### config.mk
export PLATFORM = sky130hd
export DESIGN_NAME = fna_fractional_n_accumulator
export DESIGN_NICKNAME = d
export VERILOG_FILES = /design/src/rtl/fna_pkg.sv /design/src/rtl/fna_fractional_n_accumulator.sv
export VERILOG_INCLUDE_DIRS = /design/src /design/src/rtl
export SDC_FILE = /design/constraint.sdc
export NUM_CORES = 1
export LEC_CHECK = 0
export BUFFER_PORTS_ARGS = -buffer_cell sky130_fd_sc_hd__buf_2
export CORE_ASPECT_RATIO = 1.75
export CORE_MARGIN = 5
export CORE_UTILIZATION = 57
export DETAILED_ROUTE_END_ITERATION = 8
export PLACE_DENSITY = 0.8
export REMOVE_ABC_BUFFERS = 1
export SLEW_MARGIN = 5
export SYNTH_ARGS = -nofsm -noshare
export SYNTH_HDL_FRONTEND = slang
export SYNTH_SLANG_ARGS = --single-unit
### constraint.sdc
create_clock -name hclk -period 4.7 [get_ports hclk]
set_input_delay 0.235 -clock hclk [delete_from_list [all_inputs] [get_ports hclk]]
set_output_delay 0.235 -clock hclk [all_outputs]
set_load 0.02 [all_outputs]
### src/rtl/fna_defs.svh
// Constants for the fractional-N accumulator block: offsets, fields, resets.
// Assumes inclusion by the block's single design file only.
`ifndef FNA_DEFS_SVH
`define FNA_DEFS_SVH
// ==========================================================================
// Register byte offsets
`define FNA_OFS_CHAN_A     8'h00
`define FNA_OFS_CHAN_ALT   8'h04
`define FNA_OFS_REF_SETUP  8'h08
`define FNA_OFS_PUMP       8'h0c
`define FNA_OFS_STATUS     8'h10
// ==========================================================================
// Field positions
`define FNA_MAIN_LSB       0
`define FNA_SWAL_LSB       12
`define FNA_NUM_LSB        20
`define FNA_REFD_LSB       0
`define FNA_PS_LSB         12
`define FNA_FRACTION_MODULUS_SELECT_BIT       14
// ==========================================================================
// Reset values and fixed counts
`define FNA_RST_MAIN       12'h001
`define FNA_RST_SWAL       8'h01
`define FNA_RST_NUM        3'h0
`define FNA_RST_REFD       12'h002
`define FNA_RST_PS         2'h0
`define FNA_RST_FRACTION_MODULUS_SELECT       1'b0
`define FNA_RST_PUMP       9'h000
`define FNA_PUMP_CAP       9'h100
`define FNA_SWAL_ZERO_CNT  9'h100
`define FNA_MOD_EIGHT      4'h8
`define FNA_MOD_FIVE       4'h5
`endif

### src/rtl/fna_pkg.sv
// Types shared by the fractional-N accumulator block.
// Assumes nothing of its surroundings.
package fna_pkg;
  // ========================================================================
  // Bus request held from address phase into data phase
  typedef struct packed {
    logic [7:0] addr;
    logic       write;
    logic       valid;
  } fna_ahb_req_t;
  // Status word seen by software
  typedef struct packed {
    logic       locked;
    logic       mod_ctrl;
    logic       extend;
    logic [2:0] acc;
  } fna_status_t;
endpackage

### src/rtl/fna_fractional_n_accumulator.sv
// Fractional-N control for the main synthesiser divider, with AHB-Lite registers.
// Assumes reference clock and prescaler output arrive as asynchronous pins,
// an external dual-modulus prescaler and an analogue compensation pump.
//
// How it works
// - Modulus select bit picks modulo 5, or modulo 8 when high.
// - Three-bit numerator is added to the accumulator once per comparison cycle.
// - Sum at or above modulus wraps to remainder and flags overflow.
// - An overflow cycle divides by the total ratio plus exactly one.
// - Extra count comes from one more high-modulus prescaler cycle.
// - Plain ratio is (main plus swallow) times base ratio plus swallow.
// - Pattern repeats every modulus cycles with numerator overflows in it, or modulus overflows if numerator exceeds modulus.
// - Extended cycles fall wherever overflows occur, spread through the pattern.
// - Zero after an overflow marks lock; compensation drives only down pump.
// - Compensation is fixed width, amplitude equal to accumulator value.
// - Compensation gate spans two reference cycles around comparison edge.
// - Reference ratio is divide value times 1, 2, 4 or 8.
// - Pump current code saturates at 256.
// - Numerator loads from either channel word; modulus bit in reference setup.
// - Gate is aligned to the comparison edge so it meets the phase error.
`include "fna_defs.svh"
module fna_fractional_n_accumulator
  import fna_pkg::*;
#(
  parameter int MAIN_W = 12,
  parameter int SWAL_W = 8,
  parameter int REFD_W = 12
) (
  input  wire logic        hclk,
  input  wire logic        hresetn,
  input  wire logic        hsel,
  input  wire logic [31:0] haddr,
  input  wire logic [1:0]  htrans,
  input  wire logic        hwrite,
  input  wire logic [2:0]  hsize,
  input  wire logic [31:0] hwdata,
  input  wire logic        hready,
  output logic      [31:0] hrdata,
  output logic             hreadyout,
  output logic             hresp,
  input  wire logic        ref_clk_pin,
  input  wire logic        presc_out_pin,
  output logic             prescaler_modulus_ctrl,
  output logic             divided_out,
  output logic             comparison_out,
  output logic             comp_gate,
  output logic      [2:0]  comp_down_amplitude,
  output logic      [8:0]  pump_current_code_out
);
  localparam int CNT_W  = MAIN_W + 1;
  localparam int REFT_W = REFD_W + 3;

  // ========================================================================
  // Accumulator step: returns {overflow, new value}
  function automatic logic [3:0] fna_acc_add(input logic [2:0] a,
                                             input logic [2:0] n,
                                             input logic [3:0] m);
    logic [3:0] s;
    logic       o;
    s = {1'b0, a} + {1'b0, n};
    o = 1'b0;
    if (s >= m) begin
      s = s - m;
      o = 1'b1;
    end
    if (s >= m) begin
      s = s - m;
    end
    return {o, s[2:0]};
  endfunction

  // ========================================================================
  // Registers and state
  fna_ahb_req_t        req_q;
  logic [MAIN_W-1:0]   main_q;
  logic [SWAL_W-1:0]   swal_q;
  logic [2:0]          num_q;
  logic [REFD_W-1:0]   refd_q;
  logic [1:0]          ps_q;
  logic                fraction_modulus_select_q;
  logic [8:0]          pump_q;
  logic [31:0]         hrdata_q;
  logic [2:0]          acc_q;
  logic                ext_q;
  logic                locked_q;
  logic [CNT_W-1:0]    cnt_q;
  logic [8:0]          sw_q;
  logic                mc_q;
  logic                fdiv_q;
  logic [REFT_W-1:0]   ref_cnt_q;
  logic                fcomp_q;
  logic                gate_q;
  logic [2:0]          amp_q;
  logic [2:0]          ref_sync_q;
  logic [2:0]          presc_sync_q;

  logic [3:0]          modv;
  logic [3:0]          acc_next;
  logic                ref_tick;
  logic                presc_tick;
  logic                div_end;
  logic [8:0]          sw_load;
  logic [8:0]          sw_base;
  logic [REFT_W-1:0]   ref_total;
  logic                ref_last;
  logic [31:0]         rd_mux;
  logic [8:0]          pump_wr;
  logic                addr_ok;
  fna_status_t         status;

  // ========================================================================
  // AHB-Lite slave: zero wait, always OKAY, data phase writes
  assign addr_ok = hsel && hready && htrans[1];

  always_ff @(posedge hclk or negedge hresetn) begin
    if (!hresetn) begin
      req_q <= '0;
    end else if (hready) begin
      req_q <= '{addr: haddr[7:0], write: hwrite, valid: addr_ok};
    end
  end

  // Read data is captured in the address phase
  always_comb begin
    rd_mux = 32'h0000_0000;
    case (haddr[7:0])
      `FNA_OFS_CHAN_A, `FNA_OFS_CHAN_ALT: begin
        rd_mux[`FNA_MAIN_LSB +: MAIN_W] = main_q;
        rd_mux[`FNA_SWAL_LSB +: SWAL_W] = swal_q;
        rd_mux[`FNA_NUM_LSB +: 3]       = num_q;
      end
      `FNA_OFS_REF_SETUP: begin
        rd_mux[`FNA_REFD_LSB +: REFD_W] = refd_q;
        rd_mux[`FNA_PS_LSB +: 2]        = ps_q;
        rd_mux[`FNA_FRACTION_MODULUS_SELECT_BIT]           = fraction_modulus_select_q;
      end
      `FNA_OFS_PUMP:   rd_mux[8:0] = pump_q;
      `FNA_OFS_STATUS: rd_mux[5:0] = status;
      default:         rd_mux = 32'h0000_0000;
    endcase
  end

  assign status = '{locked: locked_q, mod_ctrl: mc_q, extend: ext_q, acc: acc_q};

  always_ff @(posedge hclk or negedge hresetn) begin
    if (!hresetn) begin
      hrdata_q <= 32'h0000_0000;
    end else if (addr_ok && !hwrite) begin
      hrdata_q <= rd_mux;
    end
  end

  // Either channel word loads counts and numerator
  always_ff @(posedge hclk or negedge hresetn) begin
    if (!hresetn) begin
      main_q <= MAIN_W'(`FNA_RST_MAIN);
      swal_q <= SWAL_W'(`FNA_RST_SWAL);
      num_q  <= `FNA_RST_NUM;
    end else if (req_q.valid && req_q.write &&
                 (req_q.addr == `FNA_OFS_CHAN_A || req_q.addr == `FNA_OFS_CHAN_ALT)) begin
      main_q <= hwdata[`FNA_MAIN_LSB +: MAIN_W];
      swal_q <= hwdata[`FNA_SWAL_LSB +: SWAL_W];
      num_q  <= hwdata[`FNA_NUM_LSB +: 3];
    end
  end

  // Reference setup word holds divide value, postscale and modulus bit
  always_ff @(posedge hclk or negedge hresetn) begin
    if (!hresetn) begin
      refd_q <= REFD_W'(`FNA_RST_REFD);
      ps_q   <= `FNA_RST_PS;
      fraction_modulus_select_q <= `FNA_RST_FRACTION_MODULUS_SELECT;
    end else if (req_q.valid && req_q.write && req_q.addr == `FNA_OFS_REF_SETUP) begin
      refd_q <= hwdata[`FNA_REFD_LSB +: REFD_W];
      ps_q   <= hwdata[`FNA_PS_LSB +: 2];
      fraction_modulus_select_q <= hwdata[`FNA_FRACTION_MODULUS_SELECT_BIT];
    end
  end

  // Pump current code saturates at its ceiling
  assign pump_wr = (hwdata[31:9] != 23'h0 || hwdata[8:0] > `FNA_PUMP_CAP) ?
                   `FNA_PUMP_CAP : hwdata[8:0];

  always_ff @(posedge hclk or negedge hresetn) begin
    if (!hresetn) begin
      pump_q <= `FNA_RST_PUMP;
    end else if (req_q.valid && req_q.write && req_q.addr == `FNA_OFS_PUMP) begin
      pump_q <= pump_wr;
    end
  end

  // ========================================================================
  // Pin synchronisers; third stage feeds edge detection only
  always_ff @(posedge hclk or negedge hresetn) begin
    if (!hresetn) begin
      ref_sync_q   <= 3'h0;
      presc_sync_q <= 3'h0;
    end else begin
      ref_sync_q   <= {ref_sync_q[1:0], ref_clk_pin};
      presc_sync_q <= {presc_sync_q[1:0], presc_out_pin};
    end
  end

  assign ref_tick   = ref_sync_q[1] && !ref_sync_q[2];
  assign presc_tick = presc_sync_q[1] && !presc_sync_q[2];

  // ========================================================================
  // Fractional accumulator, stepped at the end of each divide cycle
  assign modv     = fraction_modulus_select_q ? `FNA_MOD_EIGHT : `FNA_MOD_FIVE;
  assign acc_next = fna_acc_add(acc_q, num_q, modv);
  assign div_end  = presc_tick && (cnt_q <= CNT_W'(1));

  always_ff @(posedge hclk or negedge hresetn) begin
    if (!hresetn) begin
      acc_q    <= 3'h0;
      ext_q    <= 1'b0;
      locked_q <= 1'b0;
    end else if (div_end) begin
      acc_q    <= acc_next[2:0];
      ext_q    <= acc_next[3];
      locked_q <= acc_next[3] && (acc_next[2:0] == 3'h0);
    end
  end

  // ========================================================================
  // Programmable divider: swallow phase at high modulus, then main phase
  // Overflow turns one base cycle into a high-modulus cycle; cycle count stays put
  assign sw_base = (swal_q == '0) ? `FNA_SWAL_ZERO_CNT : 9'(swal_q);
  assign sw_load = sw_base + 9'(acc_next[3]);

  always_ff @(posedge hclk or negedge hresetn) begin
    if (!hresetn) begin
      cnt_q  <= CNT_W'(1);
      sw_q   <= 9'h000;
      mc_q   <= 1'b0;
      fdiv_q <= 1'b0;
    end else if (div_end) begin
      cnt_q  <= CNT_W'(main_q) + CNT_W'(sw_base);
      sw_q   <= sw_load;
      mc_q   <= (sw_load != 9'h000);
      fdiv_q <= 1'b1;
    end else if (presc_tick) begin
      cnt_q  <= cnt_q - CNT_W'(1);
      fdiv_q <= 1'b0;
      if (sw_q != 9'h000) begin
        sw_q <= sw_q - 9'h001;
        mc_q <= (sw_q != 9'h001);
      end
    end
  end

  // ========================================================================
  // Reference divider and compensation gate
  assign ref_total = REFT_W'(refd_q) << ps_q;
  assign ref_last  = (ref_cnt_q + REFT_W'(1)) >= ref_total;

  always_ff @(posedge hclk or negedge hresetn) begin
    if (!hresetn) begin
      ref_cnt_q <= '0;
    end else if (ref_tick) begin
      ref_cnt_q <= ref_last ? '0 : ref_cnt_q + REFT_W'(1);
    end
  end

  // Gate covers the last and first reference cycles around the edge
  always_ff @(posedge hclk or negedge hresetn) begin
    if (!hresetn) begin
      fcomp_q <= 1'b0;
      gate_q  <= 1'b0;
      amp_q   <= 3'h0;
    end else begin
      fcomp_q <= (ref_cnt_q == '0);
      gate_q  <= ref_last || (ref_cnt_q == '0);
      amp_q   <= (ref_last || ref_cnt_q == '0) ? acc_q : 3'h0;
    end
  end

  // ========================================================================
  // Outputs
  assign hrdata                 = hrdata_q;
  assign hreadyout              = 1'b1;
  assign hresp                  = 1'b0;
  assign prescaler_modulus_ctrl = mc_q;
  assign divided_out            = fdiv_q;
  assign comparison_out         = fcomp_q;
  assign comp_gate              = gate_q;
  assign comp_down_amplitude    = amp_q;
  assign pump_current_code_out  = pump_q;
endmodule

# After elaboration in Yosys (flattened, before gate mapping)

Index checks and enable logic that the tools add are counted.

Register bits after elaboration: 135
Logic and storage cells: 97

Shifts and indexed selects: 1
Reduce and logical (&&, ||, !) cells: 29
Equal/unequal tests: 8
$lt $le $gt $ge: 5
$add $sub $neg: 8
Mux-type cells: 22

Operators by type and width:

| cell                  | count |
|---|---|
| $mux 9                | 5 |
| $eq 8x4->1 const B    | 4 |
| $mux 13               | 2 |
| $logic_not 8->1       | 3 |
| $pmux 6 s4            | 1 |
| $reduce_bool 23->1    | 1 |
| $reduce_bool 9->1     | 2 |
| $eq 8x3->1 const B    | 2 |
| $add 15x1->15 const B | 1 |
| $ge 15x15->1          | 1 |
| $logic_not 15->1      | 1 |
| $mux 15               | 1 |
| $shl 12x2->15         | 1 |
| $add 12x9->13         | 1 |
| $le 13x1->1 const B   | 1 |
| $sub 13x1->13 const B | 1 |
| $pmux 6 s2            | 1 |
| $logic_and 1x1->1     | 11 |
| $add 9x1->9           | 1 |
| $gt 9x9->1 const B    | 1 |
| $ne 9x1->1 const B    | 1 |
| $pmux 3 s3            | 1 |
| $sub 9x1->9 const B   | 1 |
| $eq 8x5->1 const B    | 1 |
| other kinds (14)      | 27 |

# Logic depth before layout (Yosys ltp)

Depth in word-level cells: 7
Depth in mapped cells: 16
Gate-level depth less buffers: 16

# Worst setup path before layout

Ideal clock, no wire load.

Path type: reg2reg
Start: register acc_q[0]
End: register locked_q
Stages on the path, launching flop included: 16
Path buffers: 0
Data required time: 4.605 ns
Setup slack: 0.986 ns
Data arrival time: 3.618 ns
Cells stage by stage: dfrtp_1 -> ha_1 -> inv_1 -> fa_1 -> xnor2_1 -> ha_1 -> o21ai_0 -> a31oi_1 -> or2_1 -> mux2_2 -> ha_1 -> nor2b_1 -> a31o_2 -> a21oi_1 -> mux2_2 -> o31ai_1

Elaborated cells between the ends (all ways): 10
Those cells by class: add/sub (3); order compare (2); mux (3); reduce/logical (2)

RTL lines:

| what                   | line                                | RTL |
|---|---|---|
| from (decl)            | fna_fractional_n_accumulator.sv:83  | `logic [2:0] acc_q;` |
| from (signal assigned) | fna_fractional_n_accumulator.sv:219 | `acc_q <= acc_next[2:0];` |
| $add 3x3->4            | fna_fractional_n_accumulator.sv:60  | `s = {1'b0, a} + {1'b0, n};` |
| $ge 4x4->1             | fna_fractional_n_accumulator.sv:62  | `if (s >= m) begin` |
| $mux 1                 | fna_fractional_n_accumulator.sv:62  |  |
| net acc_next[3]        | fna_fractional_n_accumulator.sv:98  | `logic [3:0] acc_next;` |
| $logic_and 1x1->1      | fna_fractional_n_accumulator.sv:221 | `locked_q <= acc_next[3] && (acc_next[2:0] == 3'h0);` |
| to (signal assigned)   | fna_fractional_n_accumulator.sv:221 |  |
| to (decl)              | fna_fractional_n_accumulator.sv:85  | `logic locked_q;` |

The timed path passes the listed nets, and every way through them passes these cells.
A chain may end at the register's enable or synchronous reset.

# Worst setup path in the final report

Ends and elaborated chain as after synthesis.

==> results by group <==
Outcome
  • Status: complete, no violations

Floorplan
  • Die W: approximately 99 um
  • Die area: 16300 um2
  • FP Rows: 56
  • Die Y: roughly 170 um
  • Initial Utilization: a little under 60%
  • Core area: between 10000 and 15000 um2
  • Top Ports: around 130

Timing
  • Max Freq: 235 MHz
  • Final Skew: ~0.018 ns
  • Min Tclk post-route: 4.26 ns
  • RSZ-0062 raised after global routing: no
  • Fin. Hold Viols: 0
  • Final Cycle Share: between 90% and 100%
  • Final setup violation count: 0
  • Slew margin rel.: 28.5%
  • Max-slew violation count: 0
  • Worst-Margin Slew: approximately 1.1 ns
  • TNS Setup: 0 ns
  • Hold WS: 0.0348 ns

Run
  • Max Cap Viol: 0

Layout
  • Antenna Cells: 0
  • Final std cells w/o fill: about 1100
  • Share of layout cells above drive strength 1: 21.9%
  • P&R area growth vs syn: 13.4%
  • Commonest non-fill, non-tap cell in the layout: dfrtp_1
  • Nets: ~1000
  • Most frequent cells in the layout: dfrtp_1 (131), nand2_1 (99), buf_2 (85)

Power and ir drop
  • PD cells: between 400 and 500 nW/um2
  • Peak supply drop: about 0.00027 V
  • Pleak: 4.31 nW

GRT
  • Vias in the first global route: 6478
  • First-pass GRT wire length: 31700 um
  • Overflow after GRT: 0
  • Initial antenna violation count: 0
  • Largest net degree at the start of global routing: 98
  • GRT Util Overall: 24.4%

Detailed routing
  • DR pass1 iterations: 5
  • Final WL: roughly 19000 um
  • # DRC: 0
  • Routed vias/inst: just under 6
  • Vias: 6345
  • Initial DRC count: around 490
  • ANT nets after route: 0
  • WL/cell: 17.9 um

Synthesis
  • Syn Area/Cell: roughly 10 um2
  • Sequential area share after synthesis: 43.0%
  • Adder-cell share of the synthesized area: roughly 7.2%
  • Synth Area in Compound Gates: between 10% and 20%
  • EDFF count, synth: 0
  • Post-synth top flop: dfrtp_1
  • Syn Std Cell Area: about 8000 um2
  • Mux contribution to synthesized area: between 9 and 10%
  • Post-Syn Instances: approximately 810
  • Ys async rst share: 100%
  • Synth Area in Simple Gates: roughly 15%
  • Synth Area in XOR/XNOR: between 4 and 5%
  • Unique masters post-synth: 67
  • Yosys reg bits: about 140
  • Main combinational cell family by area after synthesis: simple AND/OR/NAND/NOR gates
  • YS warnings: 0

Clock tree
  • # Post-CTS Setup Buffers: 0
  • Htree depth: 4
  • CTS Buffer Depth: 2
  • CTS tree: built
  • Skew-Pair Late Insertion Delay: approximately 0.43 ns
  • Root Driver: clkbuf_16
  • Worst-path clk slew: 0.07 ns
  • Clock sink count: roughly 140
  • CTS buffer count: 17

Placement
  • DP HPWL: approximately 14000 um
  • PortBufs: between 80 and 90
  • Placed Cells: 1028
  • GPL Wtd Cong: around 0.87

Min path
  • Worst Hold Class: in2reg
  • Hold depth: 3

Critical path
  • Critical path launch point type: flop
  • Arrival @ worst endpoint: roughly 4.6 ns
  • Reg2Reg Depth: 16
  • Critical Path End Type: flop
  • Max FO, Critical Path: 5
  • CP required: between 5 and 6 ns
  • Setup CP Type: reg2reg
==> synthesized netlist by cell type (4+ instances only) <==
cell type | n | area (um2)
a22oi_1 | 8 | 60.1
or3_1 | 4 | 25.0
nand2_1 | 99 | 372
nor2_1 | 39 | 146
ha_1 | 42 | 526
mux2_2 | 54 | 608
a31oi_1 | 5 | 31.3
buf_2 | 9 | 45.0
mux2i_1 | 16 | 160
nor3_1 | 14 | 70.1
o21ai_0 | 57 | 285
a222oi_1 | 6 | 60.1
a21o_1 | 18 | 135
dfrtp_1 | 131 | 3280
a21oi_1 | 35 | 175
or4_1 | 4 | 30.0
clkbuf_1 | 29 | 109
o22ai_1 | 7 | 43.8
o21a_1 | 4 | 30.0
nor4_1 | 17 | 106
nand3_1 | 18 | 90.1
nor2b_1 | 7 | 43.8
buf_4 | 11 | 82.6
inv_1 | 35 | 131
and3_1 | 6 | 37.5
nand4_1 | 8 | 50.1
dfstp_2 | 4 | 105
nand2b_1 | 5 | 31.3
xor2_1 | 14 | 123
a22o_1 | 12 | 105
o31ai_1 | 5 | 37.5
xnor2_1 | 27 | 236
==> cell type report <==
cell class / count / area [um2]
Tap cell: 174 / 218
Sequential cell: 135 / 3380
Clock buffer: 17 / 425
Timing Repair Buffer: 93 / 497
Fill cell: 1131 / 4530
Inverter: 36 / 135
Clock inverter: 15 / 156
Multi-Input combinational cell: 593 / 4110
==> final timing paths <==
path                                      startpoint  slack (ns)                   endpoint
max                             acc_q[0]$_DFFE_PN0P_        0.44       locked_q$_DFFE_PN0P_
min                                       hwdata[21]        0.03       num_q[1]$_DFFE_PN0P_
max reg2reg                     acc_q[0]$_DFFE_PN0P_        0.44       locked_q$_DFFE_PN0P_
min reg2reg                presc_sync_q[0]$_DFF_PN0_        0.35  presc_sync_q[1]$_DFF_PN0_
max in group asynchronous                    hresetn        3.14      swal_q[0]$_DFFE_PN1P_
min in group asynchronous                    hresetn        0.47    ref_sync_q[1]$_DFF_PN0_
==> logic make-up (layout without fill, tap and decap cells) <==
| group | Yosys count | count (layout) |
|---|---|---|
| muxes | 70 | 70 |
| buffers and inverters | 90 | 161 |
| AOI/OAI and AO/OA | 181 | 181 |
| other | 2 | 11 |
| and+or+nand+nor | 246 | 246 |
| adders and majority gates | 44 | 44 |
| xor gates and xnor gates | 41 | 41 |
| DFF | 135 | 135 |
==> what timing repair did <==
action / 4_1_cts / 5_1_grt
gates resized for setup: 0 / 0
hold buffers: 3 / 0
hold endpoints to repair: 97 / 0
==> registers in the layout, summed over array words and instances (netlist names), 9 cells and up <==
signal / cells
ref_cnt_q: 15
req_q: 10
refd_q: 12
hrdata: 23
cnt_q: 13
main_q: 12
sw_q: 9
pump_current_code_out: 9
==> power by group <==
group          switching, mW  internal (mW)  leakage (nW)
clock                  0.576          0.753         0.284
sequential             0.171           1.31          1.73
combinational          0.479          0.401          2.30
==> layer usage <==
layer / global-route usage [%] / vias to the layer above / wire length (um)
li1: - / 3008 / -
met1: 27.8 / 3112 / 7260
met2: 44.4 / 179 / 10300
met3: 4.25 / 46 / 827
met4: 11.0 / 0 / 622
met5: 0 / - / 0
==> metrics by stage <==
stage | cell area, um2 | setup slack (ns) | utilization [%] | power [mW]
after global placement | 8310 | 0.689 | 61.8 | 2.32
after global routing | 8920 | 0.237 | 66.3 | 3.90
after CTS | 8920 | 0.506 | 66.3 | 3.71
after detailed placement | 8310 | 0.581 | 61.8 | 2.36
after floorplan | 7620 | 0.986 | - | 2.10
final | 8920 | 0.443 | 66.3 | 3.69
==> critical path, stage by stage, from the launching register on <==
cell     delay [ns]
dfrtp_1        0.41
ha_1           0.19
inv_1          0.05
fa_1           0.37
xnor2_1        0.25
ha_1           0.35
o21ai_0        0.26
a31oi_1        0.10
or2_1          0.30
o21ai_0        0.35
ha_1           0.22
ha_1           0.20
nor2b_1        0.07
a31o_2         0.21
a21oi_1        0.26
mux2_2         0.38
o31ai_1        0.20
(Power assumes the default switching activity.)
